`src/psa_pkg.sv`:
```
// shared constants, types and helpers for the processor-state block
package psa_pkg;

    localparam int CNT_W    = 64;
    localparam int LVL_W    = 3;
    localparam int ID_W     = 8;
    localparam int ADDR_W   = 8;
    localparam int MAX_LVL  = 6;

    // register byte offsets
    localparam logic [7:0] REG_CTRL   = 8'h00;
    localparam logic [7:0] REG_LEVEL  = 8'h04;
    localparam logic [7:0] REG_STATUS = 8'h08;
    localparam logic [7:0] REG_MASK   = 8'h0C;

    // control register fields
    localparam int CTRL_MASK_BIT = 0;
    localparam int CTRL_LE_BIT   = 1;
    localparam int CTRL_ORD_LO   = 2;
    localparam int CTRL_ORD_HI   = 3;

    // status / mask fields
    localparam int EV_W       = 3;
    localparam int EV_ILLEGAL = 0;
    localparam int EV_SRESET  = 1;
    localparam int EV_TRAP    = 2;

    localparam logic [1:0] RESP_OKAY   = 2'h0;
    localparam logic [1:0] RESP_SLVERR = 2'h2;

    localparam logic [LVL_W-1:0] LEVEL_RST = 3'h0;
    localparam logic [1:0]       ORDER_RST = 2'h0;

    typedef enum logic [1:0] {
        PSA_NONPRIV = 2'b00,
        PSA_PRIV    = 2'b01,
        PSA_HYPER   = 2'b11
    } psa_mode_t;

    typedef struct packed {
        logic             sreset_valid;
        logic             link_valid;
        logic             trap_valid;
        logic [CNT_W-1:0] prog_cnt;
        logic [CNT_W-1:0] next_cnt;
    } psa_exec_t;

    typedef struct packed {
        logic             valid;
        logic [CNT_W-1:0] data;
    } psa_link_t;

    typedef struct packed {
        logic [CNT_W-1:0] saved_cnt;
        logic [CNT_W-1:0] saved_next_cnt;
    } psa_save_t;

    function automatic logic [CNT_W-1:0] mask_counter(
        input logic [CNT_W-1:0] v,
        input logic             m
    );
        mask_counter = m ? {32'h0000_0000, v[31:0]} : v;
    endfunction : mask_counter

endpackage : psa_pkg

```
`src/psa_core_state.sv`:
```
// processor-state unit: soft reset, ordering field, implicit space id, counter masking
//
// Overview of operation
// RULE_01: soft reset below hyper mode is illegal opcode
// RULE_02: soft reset in hyper mode traps, only there
// RULE_03: ordering field reads zero, writes ignored
// RULE_04: ordering field never exceeds written value
// RULE_05: fetches use kernel id while level nonzero
// RULE_06: data accesses pick kernel id by endian flag
// RULE_07: masked link writes keep low 32 bits
// RULE_08: masked trap saves keep low 32 bits
// RULE_09: unmasked values pass full 64 bits
`timescale 1ns/100ps
`default_nettype none
module psa_core_state #(
    parameter logic [7:0] KERNEL_ID    = 8'h01,
    parameter logic [7:0] KERNEL_LE_ID = 8'h02,
    parameter logic [7:0] PRIMARY_ID   = 8'h00
) (
    // clock and reset
    input  wire logic                      aclk,
    input  wire logic                      aresetn,
    // axi4-lite write
    input  wire logic [7:0]                s_axi_awaddr,
    input  wire logic                      s_axi_awvalid,
    output logic                           s_axi_awready,
    input  wire logic [31:0]               s_axi_wdata,
    input  wire logic [3:0]                s_axi_wstrb,
    input  wire logic                      s_axi_wvalid,
    output logic                           s_axi_wready,
    output logic [1:0]                     s_axi_bresp,
    output logic                           s_axi_bvalid,
    input  wire logic                      s_axi_bready,
    // axi4-lite read
    input  wire logic [7:0]                s_axi_araddr,
    input  wire logic                      s_axi_arvalid,
    output logic                           s_axi_arready,
    output logic [31:0]                    s_axi_rdata,
    output logic [1:0]                     s_axi_rresp,
    output logic                           s_axi_rvalid,
    input  wire logic                      s_axi_rready,
    // instruction stream
    input  wire psa_pkg::psa_mode_t        priv_mode,
    input  wire psa_pkg::psa_exec_t        exec,
    // results
    output logic                           illegal_opcode,
    output logic                           soft_reset_trap,
    output psa_pkg::psa_link_t             link,
    output logic [7:0]                     fetch_space_id,
    output logic [7:0]                     ldst_space_id,
    // trap save readback
    input  wire logic [psa_pkg::LVL_W-1:0] save_rd_level,
    output psa_pkg::psa_save_t             save_rd,
    // interrupt
    output logic                           irq
);
    typedef struct packed {
        logic                      aw_got;
        logic [7:0]                aw_addr;
        logic                      w_got;
        logic [31:0]               wdata;
        logic [3:0]                wstrb;
        logic                      bvalid;
        logic [1:0]                bresp;
        logic                      rvalid;
        logic [31:0]               rdata;
        logic [1:0]                rresp;
        logic                      addr_mask_flag;
        logic                      trap_little_endian_flag;
        logic [1:0]                mem_order_field;
        logic [psa_pkg::LVL_W-1:0] trap_level;
        logic [psa_pkg::EV_W-1:0]  status;
        logic [psa_pkg::EV_W-1:0]  mask;
        logic                      illegal_opcode;
        logic                      soft_reset_trap;
        logic [7:0]                fetch_id;
        logic [7:0]                ldst_id;
    } psa_state_t;

    psa_state_t                st;
    psa_state_t                next_st;
    logic                      wr_fire;
    logic                      sreset_ok;
    logic [psa_pkg::EV_W-1:0]  ev;
    logic [psa_pkg::LVL_W-1:0] trap_lvl_new;
    psa_pkg::psa_save_t        save_wdata;

    ////////////////////////////////////////////////////////////////////////
    function automatic logic [31:0] read_reg(input psa_state_t s, input logic [7:0] a);
        read_reg = 32'h0000_0000;
        case (a)
            psa_pkg::REG_CTRL: begin
                // ordering field always reads as zero: only strong order exists
                read_reg[psa_pkg::CTRL_MASK_BIT] = s.addr_mask_flag;
                read_reg[psa_pkg::CTRL_LE_BIT]   = s.trap_little_endian_flag;
                read_reg[psa_pkg::CTRL_ORD_HI:psa_pkg::CTRL_ORD_LO] = s.mem_order_field; // [RULE_03]
            end
            psa_pkg::REG_LEVEL:  read_reg[psa_pkg::LVL_W-1:0] = s.trap_level;
            psa_pkg::REG_STATUS: read_reg[psa_pkg::EV_W-1:0]  = s.status;
            psa_pkg::REG_MASK:   read_reg[psa_pkg::EV_W-1:0]  = s.mask;
            default:             read_reg = 32'h0000_0000;
        endcase
    endfunction : read_reg

    function automatic logic mapped(input logic [7:0] a);
        mapped = (a == psa_pkg::REG_CTRL) || (a == psa_pkg::REG_LEVEL) ||
                 (a == psa_pkg::REG_STATUS) || (a == psa_pkg::REG_MASK);
    endfunction : mapped

    ////////////////////////////////////////////////////////////////////////
    assign wr_fire   = st.aw_got && st.w_got && !st.bvalid;
    assign sreset_ok = (priv_mode == psa_pkg::PSA_HYPER);
    assign trap_lvl_new = (st.trap_level < psa_pkg::LVL_W'(psa_pkg::MAX_LVL)) ?
                          st.trap_level + psa_pkg::LVL_W'(1) : st.trap_level;

    always_comb begin
        ev = '0;
        ev[psa_pkg::EV_ILLEGAL] = exec.sreset_valid && !sreset_ok;
        ev[psa_pkg::EV_SRESET]  = exec.sreset_valid && sreset_ok;
        ev[psa_pkg::EV_TRAP]    = exec.trap_valid;
    end

    // trap save values are masked against the flag in force when the trap is taken
    always_comb begin
        save_wdata.saved_cnt      = psa_pkg::mask_counter(exec.prog_cnt, st.addr_mask_flag); // [RULE_08] [RULE_09]
        save_wdata.saved_next_cnt = psa_pkg::mask_counter(exec.next_cnt, st.addr_mask_flag); // [RULE_08] [RULE_09]
    end

    always_comb begin
        next_st = st;
        // write address and data may arrive in either order
        if (s_axi_awvalid && s_axi_awready) begin
            next_st.aw_got  = 1'b1;
            next_st.aw_addr = s_axi_awaddr;
        end
        if (s_axi_wvalid && s_axi_wready) begin
            next_st.w_got = 1'b1;
            next_st.wdata = s_axi_wdata;
            next_st.wstrb = s_axi_wstrb;
        end
        if (st.bvalid && s_axi_bready) begin
            next_st.bvalid = 1'b0;
        end
        if (wr_fire) begin
            next_st.aw_got = 1'b0;
            next_st.w_got  = 1'b0;
            next_st.bvalid = 1'b1;
            next_st.bresp  = mapped(st.aw_addr) ? psa_pkg::RESP_OKAY : psa_pkg::RESP_SLVERR;
            if (st.wstrb[0]) begin
                case (st.aw_addr)
                    psa_pkg::REG_CTRL: begin
                        next_st.addr_mask_flag          = st.wdata[psa_pkg::CTRL_MASK_BIT];
                        next_st.trap_little_endian_flag = st.wdata[psa_pkg::CTRL_LE_BIT];
                        // ordering write dropped, so field never exceeds what was written
                        next_st.mem_order_field = psa_pkg::ORDER_RST; // [RULE_03] [RULE_04]
                    end
                    psa_pkg::REG_LEVEL: next_st.trap_level = st.wdata[psa_pkg::LVL_W-1:0];
                    psa_pkg::REG_STATUS: next_st.status = st.status & ~st.wdata[psa_pkg::EV_W-1:0];
                    psa_pkg::REG_MASK:   next_st.mask   = st.wdata[psa_pkg::EV_W-1:0];
                    default: next_st.mask = st.mask;
                endcase
            end
        end
        // read channel
        if (st.rvalid && s_axi_rready) begin
            next_st.rvalid = 1'b0;
        end
        if (s_axi_arvalid && s_axi_arready) begin
            next_st.rvalid = 1'b1;
            next_st.rdata  = read_reg(st, s_axi_araddr);
            next_st.rresp  = mapped(s_axi_araddr) ? psa_pkg::RESP_OKAY : psa_pkg::RESP_SLVERR;
        end
        // trap entry overrides a software level write in the same cycle
        if (exec.trap_valid) begin
            next_st.trap_level = trap_lvl_new;
        end
        // hardware set wins over a write-one clear
        next_st.status = next_st.status | ev;
        next_st.illegal_opcode  = ev[psa_pkg::EV_ILLEGAL]; // [RULE_01]
        next_st.soft_reset_trap = ev[psa_pkg::EV_SRESET]; // [RULE_02]
        if (next_st.trap_level != '0) begin
            next_st.fetch_id = KERNEL_ID; // [RULE_05]
            next_st.ldst_id  = next_st.trap_little_endian_flag ? KERNEL_LE_ID : KERNEL_ID; // [RULE_06]
        end else begin
            next_st.fetch_id = PRIMARY_ID;
            next_st.ldst_id  = PRIMARY_ID;
        end
    end

    always_ff @(posedge aclk) begin
        if (!aresetn) begin
            st          <= '0;
            st.fetch_id <= PRIMARY_ID;
            st.ldst_id  <= PRIMARY_ID;
        end else begin
            st <= next_st;
        end
    end

    ////////////////////////////////////////////////////////////////////////
    psa_link_mask u_link (
        .aclk           (aclk),
        .aresetn        (aresetn),
        .req_valid      (exec.link_valid),
        .req_cnt        (exec.prog_cnt),
        .addr_mask_flag (st.addr_mask_flag),
        .link           (link)
    );

    psa_save_mem u_save (
        .aclk    (aclk),
        .aresetn (aresetn),
        .we      (exec.trap_valid),
        .waddr   (trap_lvl_new),
        .wdata   (save_wdata),
        .raddr   (save_rd_level),
        .rdata   (save_rd)
    );

    assign s_axi_awready   = !st.aw_got && !st.bvalid;
    assign s_axi_wready    = !st.w_got && !st.bvalid;
    assign s_axi_bvalid    = st.bvalid;
    assign s_axi_bresp     = st.bresp;
    assign s_axi_arready   = !st.rvalid;
    assign s_axi_rvalid    = st.rvalid;
    assign s_axi_rdata     = st.rdata;
    assign s_axi_rresp     = st.rresp;
    assign illegal_opcode  = st.illegal_opcode;
    assign soft_reset_trap = st.soft_reset_trap;
    assign fetch_space_id  = st.fetch_id;
    assign ldst_space_id   = st.ldst_id;
    assign irq             = |(st.status & st.mask);
endmodule : psa_core_state
`default_nettype wire

```
`src/psa_link_mask.sv`:
```
// registered link-value path with optional 32-bit address masking
`timescale 1ns/100ps
`default_nettype none
module psa_link_mask (
    // clock and reset
    input  wire logic                     aclk,
    input  wire logic                     aresetn,
    // request
    input  wire logic                     req_valid,
    input  wire logic [psa_pkg::CNT_W-1:0] req_cnt,
    input  wire logic                     addr_mask_flag,
    // result
    output var  psa_pkg::psa_link_t       link
);
    psa_pkg::psa_link_t st;
    psa_pkg::psa_link_t next_st;

    always_comb begin
        next_st       = st;
        next_st.valid = req_valid;
        if (req_valid) begin
            next_st.data = psa_pkg::mask_counter(req_cnt, addr_mask_flag); // [RULE_07] [RULE_09]
        end
    end

    always_ff @(posedge aclk) begin
        if (!aresetn) begin
            st <= '0;
        end else begin
            st <= next_st;
        end
    end

    assign link = st;
endmodule : psa_link_mask
`default_nettype wire

```
`src/psa_save_mem.sv`:
```
// per-level trap save storage, registered read port
`timescale 1ns/100ps
`default_nettype none
module psa_save_mem #(
    parameter int LEVELS = psa_pkg::MAX_LVL + 1
) (
    // clock and reset
    input  wire logic                      aclk,
    input  wire logic                      aresetn,
    // write port
    input  wire logic                      we,
    input  wire logic [psa_pkg::LVL_W-1:0] waddr,
    input  wire psa_pkg::psa_save_t        wdata,
    // read port
    input  wire logic [psa_pkg::LVL_W-1:0] raddr,
    output var  psa_pkg::psa_save_t        rdata
);
    psa_pkg::psa_save_t mem [LEVELS];
    psa_pkg::psa_save_t st;
    psa_pkg::psa_save_t next_st;

    // out-of-range levels read as zero
    always_comb begin
        next_st = '0;
        if (int'(raddr) < LEVELS) begin
            next_st = mem[raddr];
        end
    end

    always_ff @(posedge aclk) begin
        if (we && int'(waddr) < LEVELS) begin
            mem[waddr] <= wdata;
        end
    end

    always_ff @(posedge aclk) begin
        if (!aresetn) begin
            st <= '0;
        end else begin
            st <= next_st;
        end
    end

    assign rdata = st;
endmodule : psa_save_mem
`default_nettype wire
```
`config.mk`:
```
export PLATFORM = sky130hd
export DESIGN_NAME = psa_core_state
export DESIGN_NICKNAME = d
export VERILOG_FILES = /design/src/psa_pkg.sv /design/src/psa_core_state.sv /design/src/psa_link_mask.sv /design/src/psa_save_mem.sv
export SDC_FILE = /design/constraint.sdc
export NUM_CORES = 1
export LEC_CHECK = 0
export ABC_AREA = 1
export BUFFER_PORTS_ARGS = -buffer_cell sky130_fd_sc_hd__buf_4
export CAP_MARGIN = 15
export CORE_ASPECT_RATIO = 0.75
export CORE_MARGIN = 2
export CORE_UTILIZATION = 44
export CTS_CLUSTER_DIAMETER = 30
export CTS_CLUSTER_SIZE = 10
export DETAILED_ROUTE_END_ITERATION = 8
export PLACE_DENSITY_LB_ADDON = 0.25
export REMOVE_ABC_BUFFERS = 1
export SYNTH_ARGS = -nofsm -noshare
export SYNTH_HDL_FRONTEND = slang
export SYNTH_SLANG_ARGS = --single-unit
```
`constraint.sdc`:
```
create_clock -name aclk -period 11.56 [get_ports aclk]
set_clock_uncertainty 0.05 [all_clocks]
set_input_delay 1.156 -clock aclk [delete_from_list [all_inputs] [get_ports aclk]]
set_output_delay 1.156 -clock aclk [all_outputs]
set_load 0.05 [all_outputs]
```
==> results of run 1 <==
[cell usage in the layout (no fill, tap or decap), types with 129 or more instances in the layout]
cell	synthesis	final
nand2_1	465	465
edfxtp_1	896	896
o22ai_1	129	129
o211ai_1	129	129
nand3_1	150	150
a21oi_1	175	175
o21ai_0	263	263
clkbuf_16	0	176
nor2_1	394	390
dfxtp_1	230	229
buf_4	72	415
[cells by family (layout without fill, tap and decap cells)]
| group | after synthesis | in the layout | synth area share |
|---|---|---|---|
| other | 1 | 44 | 0.0000894 |
| flip-flops | 1126 | 1126 | 0.751 |
| adder cells (fa/ha/maj) | 1 | 1 | 0.000298 |
| buffers and inverters | 375 | 851 | 0.0467 |
| AND/OR/NAND/NOR | 1020 | 1020 | 0.0962 |
| XOR/XNOR | 2 | 2 | 0.000418 |
| AO/OA/AOI/OAI | 779 | 779 | 0.105 |
[through the flow]
stage / instance area [sq um] / std cells / hold slack (ns) / worst slack (ns)
global route: 51200 / 5073 / 0.419 / 7.56
global placement: 45400 / 4749 / 0.384 / 6.89
finish: 51200 / 5073 / 0.401 / 7.76
detailed placement: 45400 / 4749 / 0.394 / 6.86
floorplan: 40600 / 3081 / 0.373 / 0.852
CTS: 51200 / 5073 / 0.402 / 7.69
[cell usage after synthesis, types with 2 or more instances]
cell      number
buf_2         43
buf_4         72
inv_2          2
buf_6         26
o22ai_1      129
dfxtp_1      230
nand3_1      150
o211ai_1     129
buf_1         14
nor3_1         6
nor2_1       394
nand4_1        3
o21ai_1       79
edfxtp_1     896
inv_1        105
nand2_1      465
clkbuf_2       7
o21ai_0      263
a21oi_1      175
clkbuf_1     102
[area by class of cell]
cell class | count | area share
clock inverters | 101 | 0.0227
repair buffers | 418 | 0.0617
flip-flops and latches | 1126 | 0.615
well taps | 1250 | 0.0305
inverters | 109 | 0.00848
multi-input cells | 1846 | 0.169
clock buffers | 223 | 0.0920
[routing by layer]
metal / vias to the layer above / track usage / share of wire
met5: - / 0 / 0
met4: 0 / 0.0618 / 0.016
met3: 125 / 0.0466 / 0.068
met2: 842 / 0.326 / 0.47
met1: 12800 / 0.278 / 0.45
li1: 12600 / - / -
[worst paths after layout]
kind	startpoint	endpoint	slack (ns)	cells past startpoint
max reg2reg	st[24]	u_save.mem[3][58]	8.01	7
max	save_rd_level[0]	u_save.rdata[19]	7.76	6
min	st[112]	st[112]	0.40	2
min reg2reg	st[112]	st[112]	0.40	2
[state kept, by name (all words and copies together) (netlist names), 2 cells and up]
signal,cells
ldst_space_id,2
s_axi_rdata,3
st,25
u_link.link,65
u_save.mem,896
u_save.rdata,128
[power breakdown]
part           internal [W]  switching, W  leakage, nW
sequential          0.00459     0.0000542         10.0
combinational      0.000215      0.000631         5.91
clock               0.00331       0.00183         2.86
total               0.00812       0.00252         18.8
[critical path, cell delays in order]
cell and delay, ns:
buf_8 0.33, clkinv_8 0.52, o31ai_4 0.48, buf_4 0.69
buf_4 0.79, a21oi_1 0.15
==> results.cfg, run 1 <==
[global_route]
grt.total_usage = 0.203
grt_max_degree = 192
overflow = 0
grt_first_pass_wirelength_um = 153000
antenna_found_initial = 1
grt_pass1_vias = 25900

[timing]
finalSetupTns_ns = 0
finalCriticalPeriod_ns = 3.80
relSlewSlack = 0.265
tightest_slew_ns = 1.10
fmax_mhz = 263
drv_slew = 0
rsz0062_at_grt = no
hold_violations = 0
setup_viol = 0
min_period_over_period = 0.329

[synth]
synth-seq-cells = 1126
ys_seq_area_frac = 0.751
synth.avg_cell_area_sq_um = 12.7
synthTopCellsByArea = edfxtp_1 (64%), dfxtp_1 (11%), nand2_1 (4.2%), nor2_1 (3.5%), o21ai_0 (3.1%)
ys_types = 34
synth_top_cell_area_share = 0.641
syn_area_sq_um = 41900
synth-async-reset-ratio = 0
syn_inst = 3304
synth-edff-count = 896
synthFlopType = edfxtp_1
yosys_warnings = 0
synth_area_leader_cell = edfxtp_1

[worst_setup_path]
critPathKind = in2reg
cp-end-kind = flop
cp_max_fo = 153
cp.arrival_ns = 4.32
crit_required_ns = 12.08
startpoint_type = primary input

[finish]
multiInputGateArea_sq_um = 8680
fin_util = 0.540
fill_cells = 7939
drive_gt1_frac = 0.185
n_antenna_cell = 0
area_growth_syn_to_layout_pct = 22.1
final_nets = 3870
seq_area_sq_um = 31500

[die]
initial_core_util = 0.442
fp.dieW_um = 361
dieHeight_um = 271
core_area_sq_um = 94900
row_count = 98
io_pins = 448
dieArea_sq_um = 97800

[place]
place_congestion = 0.738
place_hpwl_um = 50700
numPortBuffers = 371

[routing]
drt_wl_total_um = 101000
route.antenna.remaining_nets = 0
vias_per_cell = 5.19
wl_per_cell_um = 19.8
vias = 26300
drt-initial-drc-count = 2167
dr.pass1.iters = 6
post-route-drc-count = 0

[clock_network]
cts_num_sinks = 1126
cts_root_buffer = clkbuf_16
cts_setup_buffers = 0
clockBufferDepth = 3
cts_hold_buf = 0
cts_max_level = 4
cts_tree = done
cts_resized = 0
numCtsBuffers = 173
clk_pin_slew_ns = 0.05
clock_latency_ns = 0.76

[min_path]
hp-class = reg2reg

[power_and_ir_drop]
p_per_area_nw_per_um2 = 208
power_w = 0.0106
irDropWorstVdd_uv = 142
p_leak_nw = 18.8

[flow_run]
maxCapViolCount = 0

[status]
outcome = complete, no violations
Power figures use the tool's default switching activity.
==> inputs of run 2 (changes only) <==
--- a/config.mk
+++ b/config.mk
@@ -5,7 +5,7 @@
 export SDC_FILE = /design/constraint.sdc
 export NUM_CORES = 1
 export LEC_CHECK = 0
-export ABC_AREA = 1
+export ABC_AREA = 0
 export BUFFER_PORTS_ARGS = -buffer_cell sky130_fd_sc_hd__buf_4
 export CAP_MARGIN = 15
 export CORE_ASPECT_RATIO = 0.75
==> constraint.sdc (replaced) <==
create_clock -name aclk -period 3.7 [get_ports aclk]
set_clock_uncertainty 0.05 [all_clocks]
set_input_delay 0.37 -clock aclk [delete_from_list [all_inputs] [get_ports aclk]]
set_output_delay 0.37 -clock aclk [all_outputs]
set_load 0.05 [all_outputs]
==> results.cfg, run 2 <==
[timing]
drv_slew = 0
min_period_over_period = 0.802
tightest_slew_ns = 1.15
relSlewSlack = 0.234
setup_viol = 0
rsz0062_at_grt = no
finalCriticalPeriod_ns = 2.97
fmax_mhz = 337
hold_violations = 0

[worst_setup_path]
crit_start = st[24]
cp.arrival_ns = 3.38
cp_cell_sequence = ha_1, nor2b_1, a21oi_1, nand2b_1, nor3b_2, buf_12, buf_4
reg2reg_depth = 7
crit_required_ns = 4.11
critPathKind = reg2reg
cp_max_fo = 44
crit_path_max_incr_delay_ns = 0.61
startpoint_type = flop
cp-end-kind = flop
cp_slowest_cell = dfxtp_1
timing.rr.start = st[24]

[finish]
fill_cells = 7068
final_cell_mix = edfxtp_1 (896), buf_4 (386), mux2i_1 (326)
drive_gt1_frac = 0.275
area_growth_syn_to_layout_pct = 29.1
final_nets = 3210
finish.instance_area_sq_um = 54100
fin_util = 0.576
largest_reg_flops = 896
regMostFlops = u_save.mem
final_common_cell = edfxtp_1
fin_cells = 4415
n_antenna_cell = 0

[status]
outcome = complete, no violations

[routing]
vias_per_cell = 5.09
wl_per_cell_um = 20.8
vias = 22500
dr.pass1.iters = 5
drt-initial-drc-count = 1600
route.antenna.remaining_nets = 0
post-route-drc-count = 0
drt_wl_total_um = 91900

[synth]
yosysMostFrequentCell = edfxtp_1
ys_seq_area_frac = 0.752
synth-async-reset-ratio = 0
synth_common_cells = edfxtp_1 (896), mux2i_1 (326), dfxtp_1 (230)
synth_area_leader_cell = edfxtp_1
synthTopCellsByArea = edfxtp_1 (64%), dfxtp_1 (11%), mux2i_1 (7.8%), mux4_2 (7.0%), nor2b_1 (2.1%)
synthFlopType = edfxtp_1
synth-seq-cells = 1126
synth_top_cell_area_share = 0.643
yosys_warnings = 0
ys_types = 42
synth.avg_cell_area_sq_um = 17.3
syn_area_sq_um = 41900
synth-edff-count = 896
syn_inst = 2424

[global_route]
antenna_found_initial = 2
grt_pass1_vias = 23700
met1_usage = 0.249
top_usage_layer = met2
grt.total_usage = 0.189
grt_first_pass_wirelength_um = 139000
grt_max_degree = 129
grt_util_met3 = 0.0467
overflow = 0
grt_use_met2 = 0.307

[clock_network]
clockBufferDepth = 3
cts_tree = done
clock_latency_ns = 0.76
cts_num_sinks = 1126
numCtsBuffers = 185
cts_max_level = 4
cts_root_buffer = clkbuf_16
clk_pin_slew_ns = 0.05

[die]
dieHeight_um = 271
core_area_sq_um = 93800
io_pins = 448
fp.dieW_um = 360
row_count = 97
dieArea_sq_um = 97700
initial_core_util = 0.446

[power_and_ir_drop]
p_per_area_nw_per_um2 = 644
irDropWorstVdd_uv = 433
power_w = 0.0348
p_leak_nw = 20.1

[place]
placed_area_sq_um = 46200
place_congestion = 0.747
place_hpwl_um = 48600
numPlacedInstances = 3934
numPortBuffers = 371

[flow_run]
maxCapViolCount = 0

[min_path]
hold_depth = 2
hp-class = in2reg
min-delay-start = exec[57]
==> run 2: metal layers <==
layer  routed length [um]  vias up
li1                     -    10300
met2                44900      569
met5                    0        -
met3                 5090      128
met4                 1610        0
met1                40300    11500
==> run 2: per-stage QoR <==
| step | TNS [ns] | worst slack, ns | hold WS, ns |
|---|---|---|---|
| 6_report | 0 | 0.733 | 0.0578 |
| 5_1_grt | 0 | 0.619 | 0.0353 |
| 4_1_cts | 0 | 0.779 | 0.00301 |
| 3_5_place_dp | 0 | 0.775 | 0.404 |
| 3_3_place_gp | 0 | 0.788 | 0.402 |
| 2_1_floorplan | -4941.72 | -7.57 | 0.388 |
==> run 2: what timing repair did <==
| action | 4_1_cts | 5_1_grt |
|---|---|---|
| setup endpoints to repair | 0 | 0 |
| gates resized for setup | 0 | 0 |
| hold buffers | 130 | 0 |
| hold endpoints to repair | 737 | 0 |
| setup buffers | 0 | 0 |
==> run 2: final timing paths <==
check	end	slack (ns)
worst max-delay path	u_save.mem[3][22]	0.73
worst min-delay path	u_save.mem[2][57]	0.06
worst max register to register	u_save.mem[3][22]	0.73
worst min register to register	st[111]	0.44
==> run 2: power by group <==
group | total, W | internal [W] | switching, W
Combinational | 0.00264 | 0.000936 | 0.00171
Clock | 0.0177 | 0.0117 | 0.00604
Sequential | 0.0145 | 0.0143 | 0.000176
Total | 0.0348 | 0.0269 | 0.00792
==> run 2: cell families after synthesis <==
group	share of synthesized area
and+or+nand+nor	0.0538
muxes	0.148
adders and majority gates	0.000299
other	0.0000895
DFF	0.752
AOI/OAI and AO/OA	0.0224
buffers and inverters	0.0226
==> run 2: layout make-up <==
class / count / area [sq um] / share of cell area
multi-input combinational: 1151 / 9640 / 0.178
clock inverter: 117 / 1520 / 0.0281
timing repair buffer: 544 / 4740 / 0.0877
tap: 1237 / 1550 / 0.0286
sequential: 1126 / 31500 / 0.583
inverter: 6 / 22.5 / 0.000417
clock buffer: 234 / 5070 / 0.0938
==> run 2: critical path, delay by kind of cell, from the launching register on <==
family / cells / cell delay [ns]
buf+inv: 2 / 0.58
flops: 1 / 0.61
simple gates: 3 / 0.86
compound gates: 1 / 0.14
fa+ha+maj: 1 / 0.31
